### config.mk
export PLATFORM = sky130hd
export DESIGN_NAME = seo_servo_enable
export DESIGN_NICKNAME = d
export VERILOG_FILES = /design/src/seo_pkg.sv /design/src/seo_servo_enable.sv
export VERILOG_INCLUDE_DIRS = /design/src
export SDC_FILE = /design/constraint.sdc
export NUM_CORES = 1
export LEC_CHECK = 0
export BUFFER_PORTS_ARGS = -buffer_cell sky130_fd_sc_hd__buf_4
export CORE_MARGIN = 8
export CORE_UTILIZATION = 37
export CTS_BUF_LIST = sky130_fd_sc_hd__clkbuf_16
export DETAILED_ROUTE_END_ITERATION = 12
export GPL_TIMING_DRIVEN = 0
export PLACE_DENSITY = 0.63
export SETUP_SLACK_MARGIN = 0.2
export SYNTH_ARGS = -nofsm -noshare
export SYNTH_HDL_FRONTEND = slang
export SYNTH_SLANG_ARGS = --single-unit
### constraint.sdc
create_clock -name core_clk_i -period 2.5 [get_ports core_clk_i]
set_clock_uncertainty 0.2 [all_clocks]
set_input_delay 0.25 -clock core_clk_i [delete_from_list [all_inputs] [get_ports core_clk_i]]
set_output_delay 0.25 -clock core_clk_i [all_outputs]
set_load 0.02 [all_outputs]
### src/seo_params.svh
`ifndef SEO_PARAMS_SVH
`define SEO_PARAMS_SVH

// Register byte offsets
`define SEO_ADDR_CFG      8'h00
`define SEO_ADDR_CFG_ACT  8'h04
`define SEO_ADDR_DECEL    8'h08
`define SEO_ADDR_CMD      8'h0C
`define SEO_ADDR_STATUS   8'h10
`define SEO_ADDR_IRQ_STAT 8'h14
`define SEO_ADDR_IRQ_MASK 8'h18

// Configuration field width and reset value
`define SEO_CFG_W         10
`define SEO_CFG_RST       10'h000

// Deceleration rate limits and reset value
`define SEO_DECEL_W       27
`define SEO_DECEL_MIN     27'h0000001
`define SEO_DECEL_MAX     27'h5F5E0FF
`define SEO_DECEL_RST     27'h00003E8

// Command register bits
`define SEO_CMD_SERIAL_SERVO_ENABLE_COMMAND_BIT  0
`define SEO_CMD_RESTART_BIT 1

// Selector codes
`define SEO_SEL_ALWAYS    2'h2
`define SEO_SEL_NEVER     2'h3

// Interrupt event bits
`define SEO_IRQ_W         4
`define SEO_IRQ_FWD_OT    0
`define SEO_IRQ_REV_OT    1
`define SEO_IRQ_OT_OFF    2
`define SEO_IRQ_STOPPED   3

// AXI responses
`define SEO_RESP_OKAY     2'h0
`define SEO_RESP_SLVERR   2'h2

`endif

### src/seo_pkg.sv
package seo_pkg;

    typedef enum logic [1:0] {ST_OFF, ST_RUN, ST_DECEL, ST_LOCK} seo_state_t;

    typedef enum logic [2:0] {
        STOP_NONE, STOP_SVOFF, STOP_IMMED, STOP_DECEL_RAMP, STOP_HOLD
    } seo_stop_t;

    typedef struct packed {
        logic [1:0] servo_off_stop_method;
        logic [1:0] overtravel_stop_method;
        logic [1:0] reverse_limit_select;
        logic [1:0] forward_limit_select;
        logic [1:0] servo_enable_input_select;
    } seo_cfg_t;

    typedef struct packed {
        logic fwd_req;
        logic rev_req;
        logic at_target;
        logic sw_limit;
        logic stopped;
    } seo_motion_t;

    typedef struct packed {
        logic power;
        logic allow_fwd;
        logic allow_rev;
        logic pos_done;
        logic fwd_ot;
        logic rev_ot;
    } seo_drive_t;

endpackage

### src/seo_servo_enable.sv
`timescale 1ns/1ns
`default_nettype none
`include "seo_params.svh"

module seo_servo_enable
    import seo_pkg::*;
(
    input  wire logic                    core_clk_i,
    input  wire logic                    nrst_i,
    input  wire logic                    servo_enable_i,
    input  wire logic                    forward_limit_input_i,
    input  wire logic                    reverse_limit_input_i,
    input  wire seo_motion_t             motion_i,
    output var  seo_drive_t              drive_o,
    output var  seo_stop_t               stop_mode_o,
    output var  logic [1:0]              servo_off_stop_method_o,
    output var  logic [`SEO_DECEL_W-1:0] overtravel_decel_rate_o,
    output var  logic                    irq_o,
    input  wire logic [7:0]              s_axi_awaddr,
    input  wire logic                    s_axi_awvalid,
    output var  logic                    s_axi_awready,
    input  wire logic [31:0]             s_axi_wdata,
    input  wire logic [3:0]              s_axi_wstrb,
    input  wire logic                    s_axi_wvalid,
    output var  logic                    s_axi_wready,
    output var  logic [1:0]              s_axi_bresp,
    output var  logic                    s_axi_bvalid,
    input  wire logic                    s_axi_bready,
    input  wire logic [7:0]              s_axi_araddr,
    input  wire logic                    s_axi_arvalid,
    output var  logic                    s_axi_arready,
    output var  logic [31:0]             s_axi_rdata,
    output var  logic [1:0]              s_axi_rresp,
    output var  logic                    s_axi_rvalid,
    input  wire logic                    s_axi_rready
);

    // Enable polarity decode
    function automatic logic en_decode(input logic [1:0] sel, input logic closed);
        case (sel)
            2'h0:    en_decode = closed;
            2'h1:    en_decode = !closed;
            2'h2:    en_decode = 1'b1;
            default: en_decode = 1'b0;
        endcase
    endfunction
    // Limit polarity decode, high means prohibited
    function automatic logic lim_decode(input logic [1:0] sel, input logic closed);
        case (sel)
            2'h0:    lim_decode = !closed;
            2'h1:    lim_decode = closed;
            2'h2:    lim_decode = 1'b1;
            default: lim_decode = 1'b0;
        endcase
    endfunction
    // Byte lane mask from write strobes
    function automatic logic [31:0] lane_mask(input logic [3:0] strb);
        lane_mask = {{8{strb[3]}}, {8{strb[2]}}, {8{strb[1]}}, {8{strb[0]}}};
    endfunction

    logic [2:0]              sync1_reg;
    logic [2:0]              sync2_reg;
    seo_cfg_t                cfg_reg;
    seo_cfg_t                cfg_act_reg;
    logic                    restart_reg;
    logic [`SEO_DECEL_W-1:0] decel_reg;
    logic [`SEO_IRQ_W-1:0]   irq_stat_reg;
    logic [`SEO_IRQ_W-1:0]   irq_mask_reg;
    seo_state_t              state_reg;
    seo_state_t              state_next;
    logic                    lockout_reg;
    logic                    en_prev_reg;
    logic                    fwd_ot_reg;
    logic                    rev_ot_reg;
    logic [7:0]              aw_addr_reg;
    logic [31:0]             w_data_reg;
    logic [3:0]              w_strb_reg;

    // Two-stage synchronisers for enable and limit contacts
    always_ff @(posedge core_clk_i)
    begin
        sync1_reg <= {reverse_limit_input_i, forward_limit_input_i, servo_enable_i};
        sync2_reg <= sync1_reg;
    end
    // Decoded input levels
    wire logic en_lvl = en_decode(cfg_act_reg.servo_enable_input_select, sync2_reg[0]);
    wire logic fwd_ot = lim_decode(cfg_act_reg.forward_limit_select, sync2_reg[1]);
    wire logic rev_ot = lim_decode(cfg_act_reg.reverse_limit_select, sync2_reg[2]);
    wire logic ot_now = fwd_ot | rev_ot;
    wire logic fwd_onset = fwd_ot & !fwd_ot_reg;
    wire logic rev_onset = rev_ot & !rev_ot_reg;
    wire logic ot_onset = fwd_onset | rev_onset;
    wire logic en_rise = en_lvl & !en_prev_reg;
    wire logic power_ok = en_lvl & !lockout_reg;
    // Register bus decode
    wire logic wr_fire = !s_axi_awready & !s_axi_wready & !s_axi_bvalid;
    wire logic [31:0] wmask = lane_mask(w_strb_reg);
    wire logic [31:0] wbits = w_data_reg & wmask;
    wire logic wr_cfg = wr_fire & (aw_addr_reg == `SEO_ADDR_CFG);
    wire logic wr_decel = wr_fire & (aw_addr_reg == `SEO_ADDR_DECEL);
    wire logic wr_cmd = wr_fire & (aw_addr_reg == `SEO_ADDR_CMD);
    wire logic wr_stat = wr_fire & (aw_addr_reg == `SEO_ADDR_IRQ_STAT);
    wire logic wr_mask = wr_fire & (aw_addr_reg == `SEO_ADDR_IRQ_MASK);
    wire logic wr_ro = (aw_addr_reg == `SEO_ADDR_CFG_ACT) | (aw_addr_reg == `SEO_ADDR_STATUS);
    wire logic wr_hit = wr_cfg | wr_decel | wr_cmd | wr_stat | wr_mask | (wr_fire & wr_ro);
    wire logic serial_servo_enable_command_cmd = wr_cmd & wbits[`SEO_CMD_SERIAL_SERVO_ENABLE_COMMAND_BIT];
    wire logic soft_restart = wr_cmd & wbits[`SEO_CMD_RESTART_BIT];
    wire logic restart_now = restart_reg;
    wire logic [31:0] cfg_merged = ({22'h0, cfg_reg} & ~wmask) | wbits;
    wire logic [31:0] decel_merged = ({5'h0, decel_reg} & ~wmask) | wbits;
    wire logic [31:0] mask_merged = ({28'h0, irq_mask_reg} & ~wmask) | wbits;
    wire logic decel_ok = (decel_merged[31:`SEO_DECEL_W] == 5'h0)
                        & (decel_merged[`SEO_DECEL_W-1:0] >= `SEO_DECEL_MIN)
                        & (decel_merged[`SEO_DECEL_W-1:0] <= `SEO_DECEL_MAX);
    // Serial servo-on has no effect while enable is forced always on
    wire logic serial_servo_enable_command_accept = serial_servo_enable_command_cmd
        & (cfg_act_reg.servo_enable_input_select != `SEO_SEL_ALWAYS);
    wire logic lock_clear = en_rise | serial_servo_enable_command_accept | restart_now;
    wire logic method_svoff = (cfg_act_reg.overtravel_stop_method == 2'h0)
                            | (cfg_act_reg.overtravel_stop_method == 2'h3);
    wire logic lock_set = (state_reg == ST_RUN) & power_ok & ot_onset & method_svoff;
    wire logic lockout_next = lock_set | (lockout_reg & !lock_clear);
    // Stop sequencing
    always_comb
    begin
        state_next = state_reg;
        case (state_reg)
            ST_OFF:
                if (power_ok)
                    state_next = ST_RUN;
            ST_RUN:
                if (!power_ok)
                    state_next = ST_OFF;
                else if (ot_onset && method_svoff)
                    state_next = ST_OFF;
                else if (ot_onset && cfg_act_reg.overtravel_stop_method == 2'h1)
                    state_next = ST_LOCK;
                else if (ot_onset)
                    state_next = ST_DECEL;
            ST_DECEL:
                if (!power_ok)
                    state_next = ST_OFF;
                else if (motion_i.stopped)
                    state_next = ST_LOCK;
            ST_LOCK:
                if (!power_ok)
                    state_next = ST_OFF;
                else if (!ot_now)
                    state_next = ST_RUN;
            default: state_next = ST_OFF;
        endcase
        if (restart_now)
            state_next = ST_OFF;
    end

    wire logic power_next = (state_next != ST_OFF);
    wire logic moving_ok = power_next & (state_next != ST_DECEL);
    wire seo_stop_t stop_next = (state_next == ST_OFF)   ? STOP_SVOFF :
                                (state_next == ST_DECEL) ? STOP_DECEL_RAMP :
                                (state_next == ST_LOCK && state_reg == ST_RUN) ? STOP_IMMED :
                                (state_next == ST_LOCK)  ? STOP_HOLD : STOP_NONE;
    // Interrupt events
    wire logic [`SEO_IRQ_W-1:0] irq_ev = {
        (state_next == ST_LOCK) & (state_reg != ST_LOCK),
        lock_set, rev_onset, fwd_onset};
    wire logic [`SEO_IRQ_W-1:0] irq_clr = wr_stat ? wbits[`SEO_IRQ_W-1:0] : 4'h0;
    wire logic [`SEO_IRQ_W-1:0] irq_stat_next = (irq_stat_reg & ~irq_clr) | irq_ev;
    // Read decode
    wire logic [7:0] ra = s_axi_araddr;
    wire logic rd_hit = (ra == `SEO_ADDR_CFG) | (ra == `SEO_ADDR_CFG_ACT)
                      | (ra == `SEO_ADDR_DECEL) | (ra == `SEO_ADDR_CMD)
                      | (ra == `SEO_ADDR_STATUS) | (ra == `SEO_ADDR_IRQ_STAT)
                      | (ra == `SEO_ADDR_IRQ_MASK);
    logic [31:0] rd_val;
    always_comb
    begin
        if (ra == `SEO_ADDR_CFG)
            rd_val = {22'h0, cfg_reg};
        else if (ra == `SEO_ADDR_CFG_ACT)
            rd_val = {22'h0, cfg_act_reg};
        else if (ra == `SEO_ADDR_DECEL)
            rd_val = {5'h0, decel_reg};
        else if (ra == `SEO_ADDR_STATUS)
            rd_val = {26'h0, state_reg, lockout_reg, rev_ot_reg, fwd_ot_reg, drive_o.power};
        else if (ra == `SEO_ADDR_IRQ_STAT)
            rd_val = {28'h0, irq_stat_reg};
        else if (ra == `SEO_ADDR_IRQ_MASK)
            rd_val = {28'h0, irq_mask_reg};
        else
            rd_val = 32'h0;
    end
    // Configuration, latched into the active copy on restart
    always_ff @(posedge core_clk_i)
    begin
        if (!nrst_i)
        begin
            cfg_reg     <= `SEO_CFG_RST;
            cfg_act_reg <= `SEO_CFG_RST;
            restart_reg <= 1'b1;
            decel_reg   <= `SEO_DECEL_RST;
            irq_mask_reg <= 4'h0;
        end
        else
        begin
            if (wr_cfg)
                cfg_reg <= cfg_merged[`SEO_CFG_W-1:0];
            if (restart_reg)
                cfg_act_reg <= cfg_reg;
            restart_reg <= soft_restart;
            if (wr_decel && decel_ok)
                decel_reg <= decel_merged[`SEO_DECEL_W-1:0];
            if (wr_mask)
                irq_mask_reg <= mask_merged[`SEO_IRQ_W-1:0];
        end
    end

    // Core state
    always_ff @(posedge core_clk_i)
    begin
        if (!nrst_i)
        begin
            state_reg    <= ST_OFF;
            lockout_reg  <= 1'b0;
            en_prev_reg  <= 1'b0;
            fwd_ot_reg   <= 1'b0;
            rev_ot_reg   <= 1'b0;
            irq_stat_reg <= 4'h0;
        end
        else
        begin
            state_reg    <= state_next;
            lockout_reg  <= lockout_next;
            en_prev_reg  <= en_lvl;
            fwd_ot_reg   <= fwd_ot;
            rev_ot_reg   <= rev_ot;
            irq_stat_reg <= irq_stat_next;
        end
    end

    // Registered drive outputs
    always_ff @(posedge core_clk_i)
    begin
        if (!nrst_i)
        begin
            drive_o <= '0;
            stop_mode_o <= STOP_SVOFF;
            servo_off_stop_method_o <= 2'h0;
            overtravel_decel_rate_o <= `SEO_DECEL_RST;
            irq_o <= 1'b0;
        end
        else
        begin
            drive_o.power     <= power_next;
            drive_o.allow_fwd <= moving_ok & !fwd_ot;
            drive_o.allow_rev <= moving_ok & !rev_ot;
            drive_o.pos_done  <= power_next & motion_i.at_target & !ot_now
                                 & !motion_i.sw_limit;
            drive_o.fwd_ot    <= fwd_ot;
            drive_o.rev_ot    <= rev_ot;
            stop_mode_o <= stop_next;
            servo_off_stop_method_o <= cfg_act_reg.servo_off_stop_method;
            overtravel_decel_rate_o <= decel_reg;
            irq_o <= |(irq_stat_next & irq_mask_reg);
        end
    end

    // AXI4-Lite write channel
    always_ff @(posedge core_clk_i)
    begin
        if (!nrst_i)
        begin
            s_axi_awready <= 1'b1;
            s_axi_wready  <= 1'b1;
            s_axi_bvalid  <= 1'b0;
            s_axi_bresp   <= `SEO_RESP_OKAY;
            aw_addr_reg   <= 8'h00;
            w_data_reg    <= 32'h0;
            w_strb_reg    <= 4'h0;
        end
        else
        begin
            if (s_axi_awvalid && s_axi_awready)
            begin
                aw_addr_reg   <= s_axi_awaddr;
                s_axi_awready <= 1'b0;
            end
            if (s_axi_wvalid && s_axi_wready)
            begin
                w_data_reg   <= s_axi_wdata;
                w_strb_reg   <= s_axi_wstrb;
                s_axi_wready <= 1'b0;
            end
            if (wr_fire)
            begin
                s_axi_bvalid  <= 1'b1;
                s_axi_bresp   <= wr_hit ? `SEO_RESP_OKAY : `SEO_RESP_SLVERR;
                s_axi_awready <= 1'b1;
                s_axi_wready  <= 1'b1;
            end
            else if (s_axi_bvalid && s_axi_bready)
                s_axi_bvalid <= 1'b0;
        end
    end

    // AXI4-Lite read channel
    always_ff @(posedge core_clk_i)
    begin
        if (!nrst_i)
        begin
            s_axi_arready <= 1'b1;
            s_axi_rvalid  <= 1'b0;
            s_axi_rdata   <= 32'h0;
            s_axi_rresp   <= `SEO_RESP_OKAY;
        end
        else if (s_axi_arvalid && s_axi_arready)
        begin
            s_axi_arready <= 1'b0;
            s_axi_rvalid  <= 1'b1;
            s_axi_rdata   <= rd_val;
            s_axi_rresp   <= rd_hit ? `SEO_RESP_OKAY : `SEO_RESP_SLVERR;
        end
        else if (s_axi_rvalid && s_axi_rready)
        begin
            s_axi_rvalid  <= 1'b0;
            s_axi_arready <= 1'b1;
        end
    end
endmodule
`default_nettype wire

==> results of run 1 <==
synth_stat cells, types with 4 or more instances:
cell / n / share of area
a21oi_1: 73 / 0.050
a22o_1: 18 / 0.022
a31oi_1: 8 / 0.0069
and2_1: 9 / 0.0078
buf_1: 9 / 0.0047
buf_2: 4 / 0.0028
buf_4: 9 / 0.0093
clkbuf_1: 31 / 0.016
dfxtp_1: 183 / 0.50
inv_1: 39 / 0.020
mux2_2: 11 / 0.017
mux2i_1: 56 / 0.077
nand2_1: 154 / 0.080
nand2b_1: 17 / 0.015
nand3_1: 26 / 0.018
nand4_1: 5 / 0.0043
nor2_1: 43 / 0.022
nor2b_1: 8 / 0.0069
nor3_1: 7 / 0.0048
nor4_1: 6 / 0.0052
o2111ai_1: 4 / 0.0048
o21ai_0: 20 / 0.014
o22ai_1: 7 / 0.0060
or2_2: 4 / 0.0034
or3_1: 4 / 0.0034
or4_1: 4 / 0.0041
worst reg2reg max path, cell delays in order (launching register included):
cell,delay (ps)
dfxtp_2,330
or4b_4,530
a222oi_1,360
buf_4,180
nand3b_1,120
o31ai_4,230
buf_12,160
o211ai_4,130
mux2_4,340
per-stage QoR:
step	setup WS, ps	hold WS (ps)
finish	-195.6	-2.661
floorplan	-82.21	77.72
detailed placement	-411.9	114.6
CTS	-191.0	0.6631
global route	-270.7	29.14
global placement	-407.3	112.7
worst paths after layout:
kind	slack, ps	cells after the start	end
worst max register to register	-200	8	decel_reg[5]
worst min register to register	130	0	sync2_reg[2]
worst min-delay path	-3	3	s_axi_rresp[1]
worst max-delay path	-200	8	decel_reg[5]
routing by layer:
layer | wire [um] | vias up | part of all wire
met1 | 10600 | 3075 | 0.47
met2 | 10330 | 212 | 0.45
met3 | 1422 | 30 | 0.062
li1 | - | 3258 | -
met5 | 0 | - | 0
met4 | 425 | 0 | 0.019
layout make-up:
| class | instances | area (um2) | share of cell area |
|---|---|---|---|
| multi-input cells | 543 | 3371 | 0.3319 |
| clock buffers | 17 | 425.4 | 0.04189 |
| well taps | 265 | 331.6 | 0.03265 |
| clock inverters | 15 | 200.2 | 0.01971 |
| flip-flops and latches | 183 | 3677 | 0.3621 |
| inverters | 40 | 150.1 | 0.01478 |
| plain buffers | 53 | 255.2 | 0.02513 |
| repair buffers | 208 | 1745 | 0.1719 |
repair_timing:
action                                  CTS  global route
pin swaps                                11            10
buffers inserted                         15             6
resized for setup                        26            18
hold buffers                             53             0
endpoints found under the setup margin   43            60
endpoints found under the hold margin    53             0
power breakdown:
group	internal [mW]	switching, mW
clock network	1.68	1.18
logic	0.271	0.314
registers	2.98	0.0733
logic make-up (layout without fill, tap and decap cells):
kind of cell	count (synthesis)	count (layout)	synth area share
adders and majority gates	1	1	0.001723
DFF	183	183	0.5046
xor gates and xnor gates	2	2	0.002413
AOI/OAI and AO/OA	155	155	0.1385
buffers and inverters	93	333	0.05342
muxes	67	67	0.09426
and+or+nand+nor	311	311	0.2045
other	1	7	0.0005165
==> flow_summary.json, run 1 <==
{
  "ios": 147,
  "syn_to_final_growth_pct": 39.88,
  "critical_path_arrival_ps": 2820,
  "crit_slowest_cell": "or4b_4",
  "slowest_delay_ps": 530,
  "crit_path_start_kind": "register",
  "vias": 6575,
  "wl_mm": 22.78,
  "seq_area_frac_synth": 0.5046,
  "mostFrequentLayoutCell": "dfxtp_1",
  "fin_nets": 1114,
  "clk_pin_slew_ps": 70,
  "crit_family": "compound AO/OA/AOI/OAI gates",
  "clock-root-buffer": "clkbuf_16",
  "setup_slack_ps": -195.6,
  "r2r-start": "w_data_reg[10]",
  "relSlewSlack": 0.2920,
  "gp_congestion": 0.8731,
  "hold_ws_ps": -2.661,
  "synth.cell_area_um2": 7261,
  "cap_viol_max_count": 0,
  "max-vdd-ir-drop_uv": 522.2,
  "dr.first_iter.drc_count": 466,
  "power_density_nw_per_um2": 640.3,
  "crit_fanout": 6,
  "grt_max_degree": 17,
  "rows": 51,
  "tns_ps": -3570,
  "io_buffers": 134,
  "n_antenna_cell": 0,
  "drc_errors": 0,
  "core-area_um2": 19330,
  "drt.antenna.violating_nets": 0,
  "finalSetupViolCount": 28,
  "synth_edf_count": 0,
  "overflow": 0,
  "design.die.area_um2": 24360,
  "status": "finished with violations",
  "finalHoldViolCount": 1,
  "start_util": 0.3755,
  "max_clock_freq_mhz": 371.0,
  "use_met1": 0.2513,
  "max_slew.worst_pin.slew_ps": 1052,
  "die_h_um": 156.1,
  "period_minus_slack_ps": 2696,
  "worstSkewPairLatency_ps": 440,
  "track_usage": 0.1852,
  "final_cell_area_um2": 10160,
  "crit_start": "w_data_reg[10]",
  "worst-setup-path-type": "register to register",
  "drive_gt1_frac": 0.2351,
  "dpl-instance-area_um2": 8641,
  "syn_inst": 813,
  "grtUsageMet3": 0.03573,
  "largest_reg_flops": 32,
  "cts_buffers": 17,
  "grt_util_met2": 0.2879,
  "layout_common_cells": "176 x dfxtp_1, 156 x buf_4, 154 x nand2_1",
  "wl_per_cell_um": 17.21,
  "grt_setup_unrepaired": "yes",
  "clockBufferDepth": 2,
  "min-delay-path-class": "primary input to register",
  "slew_viol_final": 0,
  "htree_levels": 4,
  "synth-seq-cells": 183,
  "crit_path_cell_trace": "or4b_4 -> a222oi_1 -> buf_4 -> nand3b_1 -> o31ai_4 -> buf_12 -> o211ai_4 -> mux2_4",
  "grt_pass1_vias": 6460,
  "grt.busiest_layer": "met2",
  "avgSynthCellArea_um2": 8.931,
  "violations": "hold timing, setup timing",
  "end_kind": "register",
  "fp.dieW_um": 156.1,
  "synth_ff_type": "dfxtp_1",
  "cts_tree": "built",
  "worst-path-buf-inv": 2,
  "dpl.hpwl_mm": 16.71,
  "crit_required_ps": 2620,
  "fin_util": 0.5253,
  "power.total_mw": 6.503,
  "synth_cell_type_count": 62,
  "clock-sinks": 183,
  "fillers": 1795,
  "place_inst": 1218,
  "worstHoldStart": "s_axi_araddr[6]",
  "fin_crit_sh": 1.078,
  "yosys_warnings": 0,
  "via_per_inst": 4.966,
  "synthArstFlopShare": 0,
  "stdcell_count": 1324,
  "grt_antenna_before_repair": 0,
  "p_leak_nw": 4.439,
  "grt_pass1_wl_mm": 35.01,
  "drt_first_pass_iters": 5
}
Power figures use the tool's default switching activity.
==> run 2, diff against run 1 <==
--- a/config.mk
+++ b/config.mk
@@ -8,11 +8,11 @@
 export LEC_CHECK = 0
 export BUFFER_PORTS_ARGS = -buffer_cell sky130_fd_sc_hd__buf_4
 export CORE_MARGIN = 8
-export CORE_UTILIZATION = 37
+export CORE_UTILIZATION = 49
 export CTS_BUF_LIST = sky130_fd_sc_hd__clkbuf_16
 export DETAILED_ROUTE_END_ITERATION = 12
 export GPL_TIMING_DRIVEN = 0
-export PLACE_DENSITY = 0.63
+export PLACE_DENSITY = 0.78
 export SETUP_SLACK_MARGIN = 0.2
 export SYNTH_ARGS = -nofsm -noshare
 export SYNTH_HDL_FRONTEND = slang
==> flow_summary.json, run 2 (synthesis results as in run 1) <==
{
  "fin_nets": 1111,
  "vias": 6685,
  "mostFrequentLayoutCell": "dfxtp_1",
  "drt-met1-wl_mm": 9.929,
  "p_int_mw": 4.730,
  "grt_pass1_vias": 6498,
  "fillers": 1177,
  "wl_met2_mm": 10.21,
  "critical_path_arrival_ps": 2780,
  "p_leak_nw": 4.380,
  "final_cell_area_um2": 9968,
  "drive_gt1_frac": 0.2339,
  "dr_wl_met3_mm": 1.753,
  "sw_frac_of_total": 0.2474,
  "overflow": 0,
  "finalSetupViolCount": 28,
  "status": "finished with violations",
  "largest_reg_flops": 32,
  "crit_start": "w_strb_reg[1]",
  "n_antenna_cell": 0,
  "grt_setup_unrepaired": "yes",
  "min-delay-path-class": "primary input to register",
  "fin_util": 0.6859,
  "die_h_um": 137.7,
  "end_kind": "register",
  "design.die.area_um2": 18970,
  "crit_required_ps": 2620,
  "stdcell_count": 1240,
  "reg2reg_depth": 7,
  "ios": 147,
  "cts_tree": "built",
  "power.total_mw": 6.285,
  "seq_power_share": 0.487,
  "crit_end": "decel_reg[6]",
  "clock-root-buffer": "clkbuf_16",
  "period_minus_slack_ps": 2653,
  "core-area_um2": 14530,
  "relSlewSlack": 0.4832,
  "cp.depth": 7,
  "io_buffers": 134,
  "max_clock_freq_mhz": 376.9,
  "max-vdd-ir-drop_uv": 493.2,
  "cap_viol_max_count": 0,
  "fin_crit_sh": 1.061,
  "drt.antenna.violating_nets": 0,
  "via_per_inst": 5.391,
  "track_usage": 0.2349,
  "clockBufferDepth": 2,
  "crit_path_start_kind": "register",
  "htree_levels": 4,
  "crit_family": "compound AO/OA/AOI/OAI gates",
  "worstSkewPairLatency_ps": 440,
  "top_layer": "met4",
  "max_slew.worst_pin.slew_ps": 775.1,
  "finalHoldViolCount": 0,
  "rr_endpoint": "decel_reg[6]",
  "multi_input_area_um2": 3374,
  "grt_antenna_before_repair": 0,
  "wl_mm": 22.47,
  "drc_errors": 0,
  "clk_pin_slew_ps": 70,
  "place_inst": 1137,
  "switching_power_mw": 1.555,
  "dpl.hpwl_mm": 15.63,
  "dr.first_iter.drc_count": 625,
  "gp_congestion": 0.9290,
  "cts_buffers": 17,
  "slowest_delay_ps": 530,
  "setup_slack_ps": -153.1,
  "clock_power_share": 0.419,
  "power_density_nw_per_um2": 630.5,
  "violations": "setup timing",
  "grt_pass1_wl_mm": 34.19,
  "wl_per_cell_um": 18.12,
  "slew_viol_final": 0,
  "comb_power_share": 0.094,
  "crit_path_cell_trace": "or4_4 -> a222oi_1 -> nand3b_1 -> o31ai_4 -> buf_6 -> o211ai_4 -> mux2_2",
  "drt_first_pass_iters": 6,
  "grt_max_degree": 17,
  "r2r_slack_ps": -150,
  "crit_fanout": 6,
  "worst-path-buf-inv": 1,
  "fp.dieW_um": 137.7,
  "dpl-instance-area_um2": 8539,
  "start_util": 0.4996,
  "clock-sinks": 183,
  "pre_cts_slack_ps": -401.4,
  "rows": 44,
  "crit_slowest_cell": "or4_4",
  "syn_to_final_growth_pct": 37.29,
  "layout_common_cells": "176 x dfxtp_1, 154 x nand2_1, 153 x buf_4",
  "register_area_um2": 3672,
  "r2r-start": "w_strb_reg[1]",
  "worst-setup-path-type": "register to register"
}
-- run 2: what timing repair did --
item | CTS | global route
endpoints found under the hold margin | 54 | 0
gates resized for setup | 21 | 22
endpoints found under the setup margin | 43 | 63
pin swaps | 13 | 8
setup buffers | 11 | 4
hold buffers | 56 | 0
-- run 2: final cells by class --
type / count / area share
multi-input cells: 543 / 0.3385
inverters: 40 / 0.01506
repair buffers: 205 / 0.1712
flip-flops and latches: 183 / 0.3684
clock buffers: 17 / 0.04268
well taps: 184 / 0.02310
clock inverters: 15 / 0.01506
plain buffers: 53 / 0.02598
-- run 2: worst min-delay path: cells and delay by family --
family / cells / cell delay (ps)
AND/OR/NAND/NOR: 3 / 270
buffers and inverters: 1 / 80
-- run 2: per-layer routing --
metal  vias up  global-route usage
met5         -                   0
met4         0              0.1057
met3        41             0.05507
met2       261              0.3631
met1      3145              0.3058
li1       3238                   -
-- run 2: per-stage QoR --
step	TNS [ps]	hold WS, ps
after floorplan	-563.1	77.72
after global placement	-11110	114.6
after detailed placement	-12440	113.6
after CTS	-3197	4.977
after global routing	-6065	25.07
final	-3135	17.88
-- run 2: power groups by stage --
stage / combinational [mW] / clock (mW) / sequential, mW
after floorplan: 0.283 / 0 / 3.10
after global placement: 0.475 / 0 / 3.11
after detailed placement: 0.480 / 0 / 3.12
after CTS: 0.560 / 2.65 / 3.05
after global routing: 0.639 / 2.77 / 3.06
final: 0.592 / 2.64 / 3.06
-- run 2: how the worst min path moves through the flow --
stage | start | to | depth (start not counted)
floorplan | servo_enable_i | sync1_reg[0] | 0
global placement | sync1_reg[0] | sync2_reg[0] | 0
detailed placement | sync1_reg[1] | sync2_reg[1] | 0
CTS | motion_i[0] | stop_mode_o[2] | 4
global route | nrst_i | irq_stat_reg[3] | 3
finish | motion_i[0] | stop_mode_o[2] | 4
==> run 3, diff against run 2 <==
--- a/config.mk
+++ b/config.mk
@@ -6,7 +6,7 @@
 export SDC_FILE = /design/constraint.sdc
 export NUM_CORES = 1
 export LEC_CHECK = 0
-export BUFFER_PORTS_ARGS = -buffer_cell sky130_fd_sc_hd__buf_4
+export BUFFER_PORTS_ARGS = -buffer_cell sky130_fd_sc_hd__buf_2
 export CORE_MARGIN = 8
 export CORE_UTILIZATION = 49
 export CTS_BUF_LIST = sky130_fd_sc_hd__clkbuf_16
@@ -14,6 +14,7 @@
 export GPL_TIMING_DRIVEN = 0
 export PLACE_DENSITY = 0.78
 export SETUP_SLACK_MARGIN = 0.2
+export SLEW_MARGIN = 20
 export SYNTH_ARGS = -nofsm -noshare
 export SYNTH_HDL_FRONTEND = slang
 export SYNTH_SLANG_ARGS = --single-unit
==> flow_summary.json, run 3 (synthesis results as in run 1) <==
{
  "grt_setup_unrepaired": "yes",
  "grt_max_degree": 17,
  "relSlewSlack": 0.2952,
  "crit_path_cell_trace": "or4b_4 -> a222oi_1 -> nand3b_1 -> o31ai_4 -> buf_4 -> o211ai_4 -> mux2_4",
  "max-vdd-ir-drop_uv": 470.3,
  "dr.first_iter.drc_count": 579,
  "violations": "setup timing",
  "crit_fanout": 6,
  "crit_slowest_cell": "or4b_4",
  "gp_congestion": 0.9427,
  "hold_ws_ps": 26.87,
  "ios": 147,
  "fp.dieW_um": 137.7,
  "clk_pin_slew_ps": 60,
  "period_minus_slack_ps": 2714,
  "die_h_um": 137.7,
  "design.die.area_um2": 18970,
  "syn_to_final_growth_pct": 31.33,
  "grt_pass1_vias": 6444,
  "tns_ps": -4363,
  "track_usage": 0.2324,
  "crit_family": "compound AO/OA/AOI/OAI gates",
  "rows": 44,
  "worst-path-buf-inv": 1,
  "drive_gt1_frac": 0.2224,
  "layout_common_cells": "178 x dfxtp_1, 154 x nand2_1, 135 x buf_2",
  "drt_first_pass_iters": 5,
  "end_kind": "register",
  "clock-sinks": 183,
  "crit_path_start_kind": "register",
  "setup_slack_ps": -213.8,
  "cts_buffers": 17,
  "clockBufferDepth": 2,
  "cts_tree": "built",
  "htree_levels": 4,
  "start_util": 0.4996,
  "core-area_um2": 14530,
  "mostFrequentLayoutCell": "dfxtp_1",
  "io_buffers": 134,
  "dpl.hpwl_mm": 15.65,
  "largest_reg_flops": 32,
  "grt_antenna_before_repair": 0,
  "max_clock_freq_mhz": 368.5,
  "finalHoldViolCount": 0,
  "drc_errors": 0,
  "fin_nets": 1107,
  "overflow": 0,
  "crit_required_ps": 2620,
  "worst-setup-path-type": "register to register",
  "clock-root-buffer": "clkbuf_16",
  "vias": 6731,
  "min-delay-path-class": "primary input to register",
  "worstSkewPairLatency_ps": 430,
  "grt_pass1_wl_mm": 33.99,
  "wl_per_cell_um": 17.83,
  "slowest_delay_ps": 540,
  "p_leak_nw": 4.278,
  "drt.antenna.violating_nets": 0,
  "finalSetupViolCount": 28,
  "cap_viol_max_count": 0,
  "status": "finished with violations",
  "max_slew.worst_pin.slew_ps": 1048,
  "critical_path_arrival_ps": 2830,
  "via_per_inst": 5.446,
  "slew_viol_final": 0,
  "power_density_nw_per_um2": 627.0,
  "n_antenna_cell": 0,
  "wl_mm": 22.04,
  "fin_crit_sh": 1.086
}
==> run 3: timing repair <==
item,in CTS,in global routing
endpoints found under the setup margin,43,62
hold endpoints to repair,54,0
hold buffers,56,0
resized for setup,15,22
buffers inserted,8,3
pin swaps,9,7
==> run 3: path summary, 6_finish.rpt <==
kind,slack [ps],startpoint,endpoint,depth (start not counted)
worst min register to register,130,sync1_reg[2],sync2_reg[2],0
worst max-delay path,-210,w_data_reg[8],decel_reg[3],7
worst max register to register,-210,w_data_reg[8],decel_reg[3],7
worst min-delay path,30,motion_i[0],stop_mode_o[2],4
==> run 3: metrics by stage <==
| stage | util | instances | total power [mW] | worst slack (ps) | cell area [um2] |
|---|---|---|---|---|---|
| finish | 0.6561 | 1236 | 5.979 | -213.8 | 9535 |
| global route | 0.6561 | 1236 | 6.180 | -309.0 | 9535 |
| CTS | 0.6490 | 1233 | 5.964 | -215.4 | 9433 |
| detailed placement | 0.5645 | 1137 | 3.561 | -386.4 | 8204 |
| global placement | 0.5645 | 1137 | 3.554 | -342.3 | 8204 |
| floorplan | - | 819 | 3.385 | -82.21 | 7303 |
==> run 3: report_power, final <==
part | internal (mW) | leakage [nW] | switching (mW)
logic | 0.235 | 2.54 | 0.310
registers | 2.98 | 1.49 | 0.0745
clock network | 1.25 | 0.254 | 1.13
total | 4.47 | 4.28 | 1.51
==> run 3: area by class of cell <==
type | instances | area (um2)
Fill cell | 1181 | 4999
Clock buffer | 17 | 425.4
Clock inverter | 15 | 90.09
Timing Repair Buffer | 201 | 1346
Multi-Input combinational cell | 543 | 3368
Inverter | 40 | 150.1
Buffer | 53 | 255.2
Sequential cell | 183 | 3670
Tap cell | 184 | 230.2
==> run 3: per-layer routing <==
metal | share of wire | routed length [um] | GRT usage
met1 | 0.43 | 9548 | 0.3106
met4 | 0.020 | 443 | 0.07821
met2 | 0.46 | 10090 | 0.3609
met3 | 0.089 | 1957 | 0.05507
met5 | 0 | 0 | 0
==> run 3: worst register-to-register path, cell delays in order, from the launching register on <==
cell and delay (ps):
dfxtp_2 340, or4b_4 540, a222oi_1 460, nand3b_1 190
o31ai_4 240, buf_4 160, o211ai_4 130, mux2_4 340
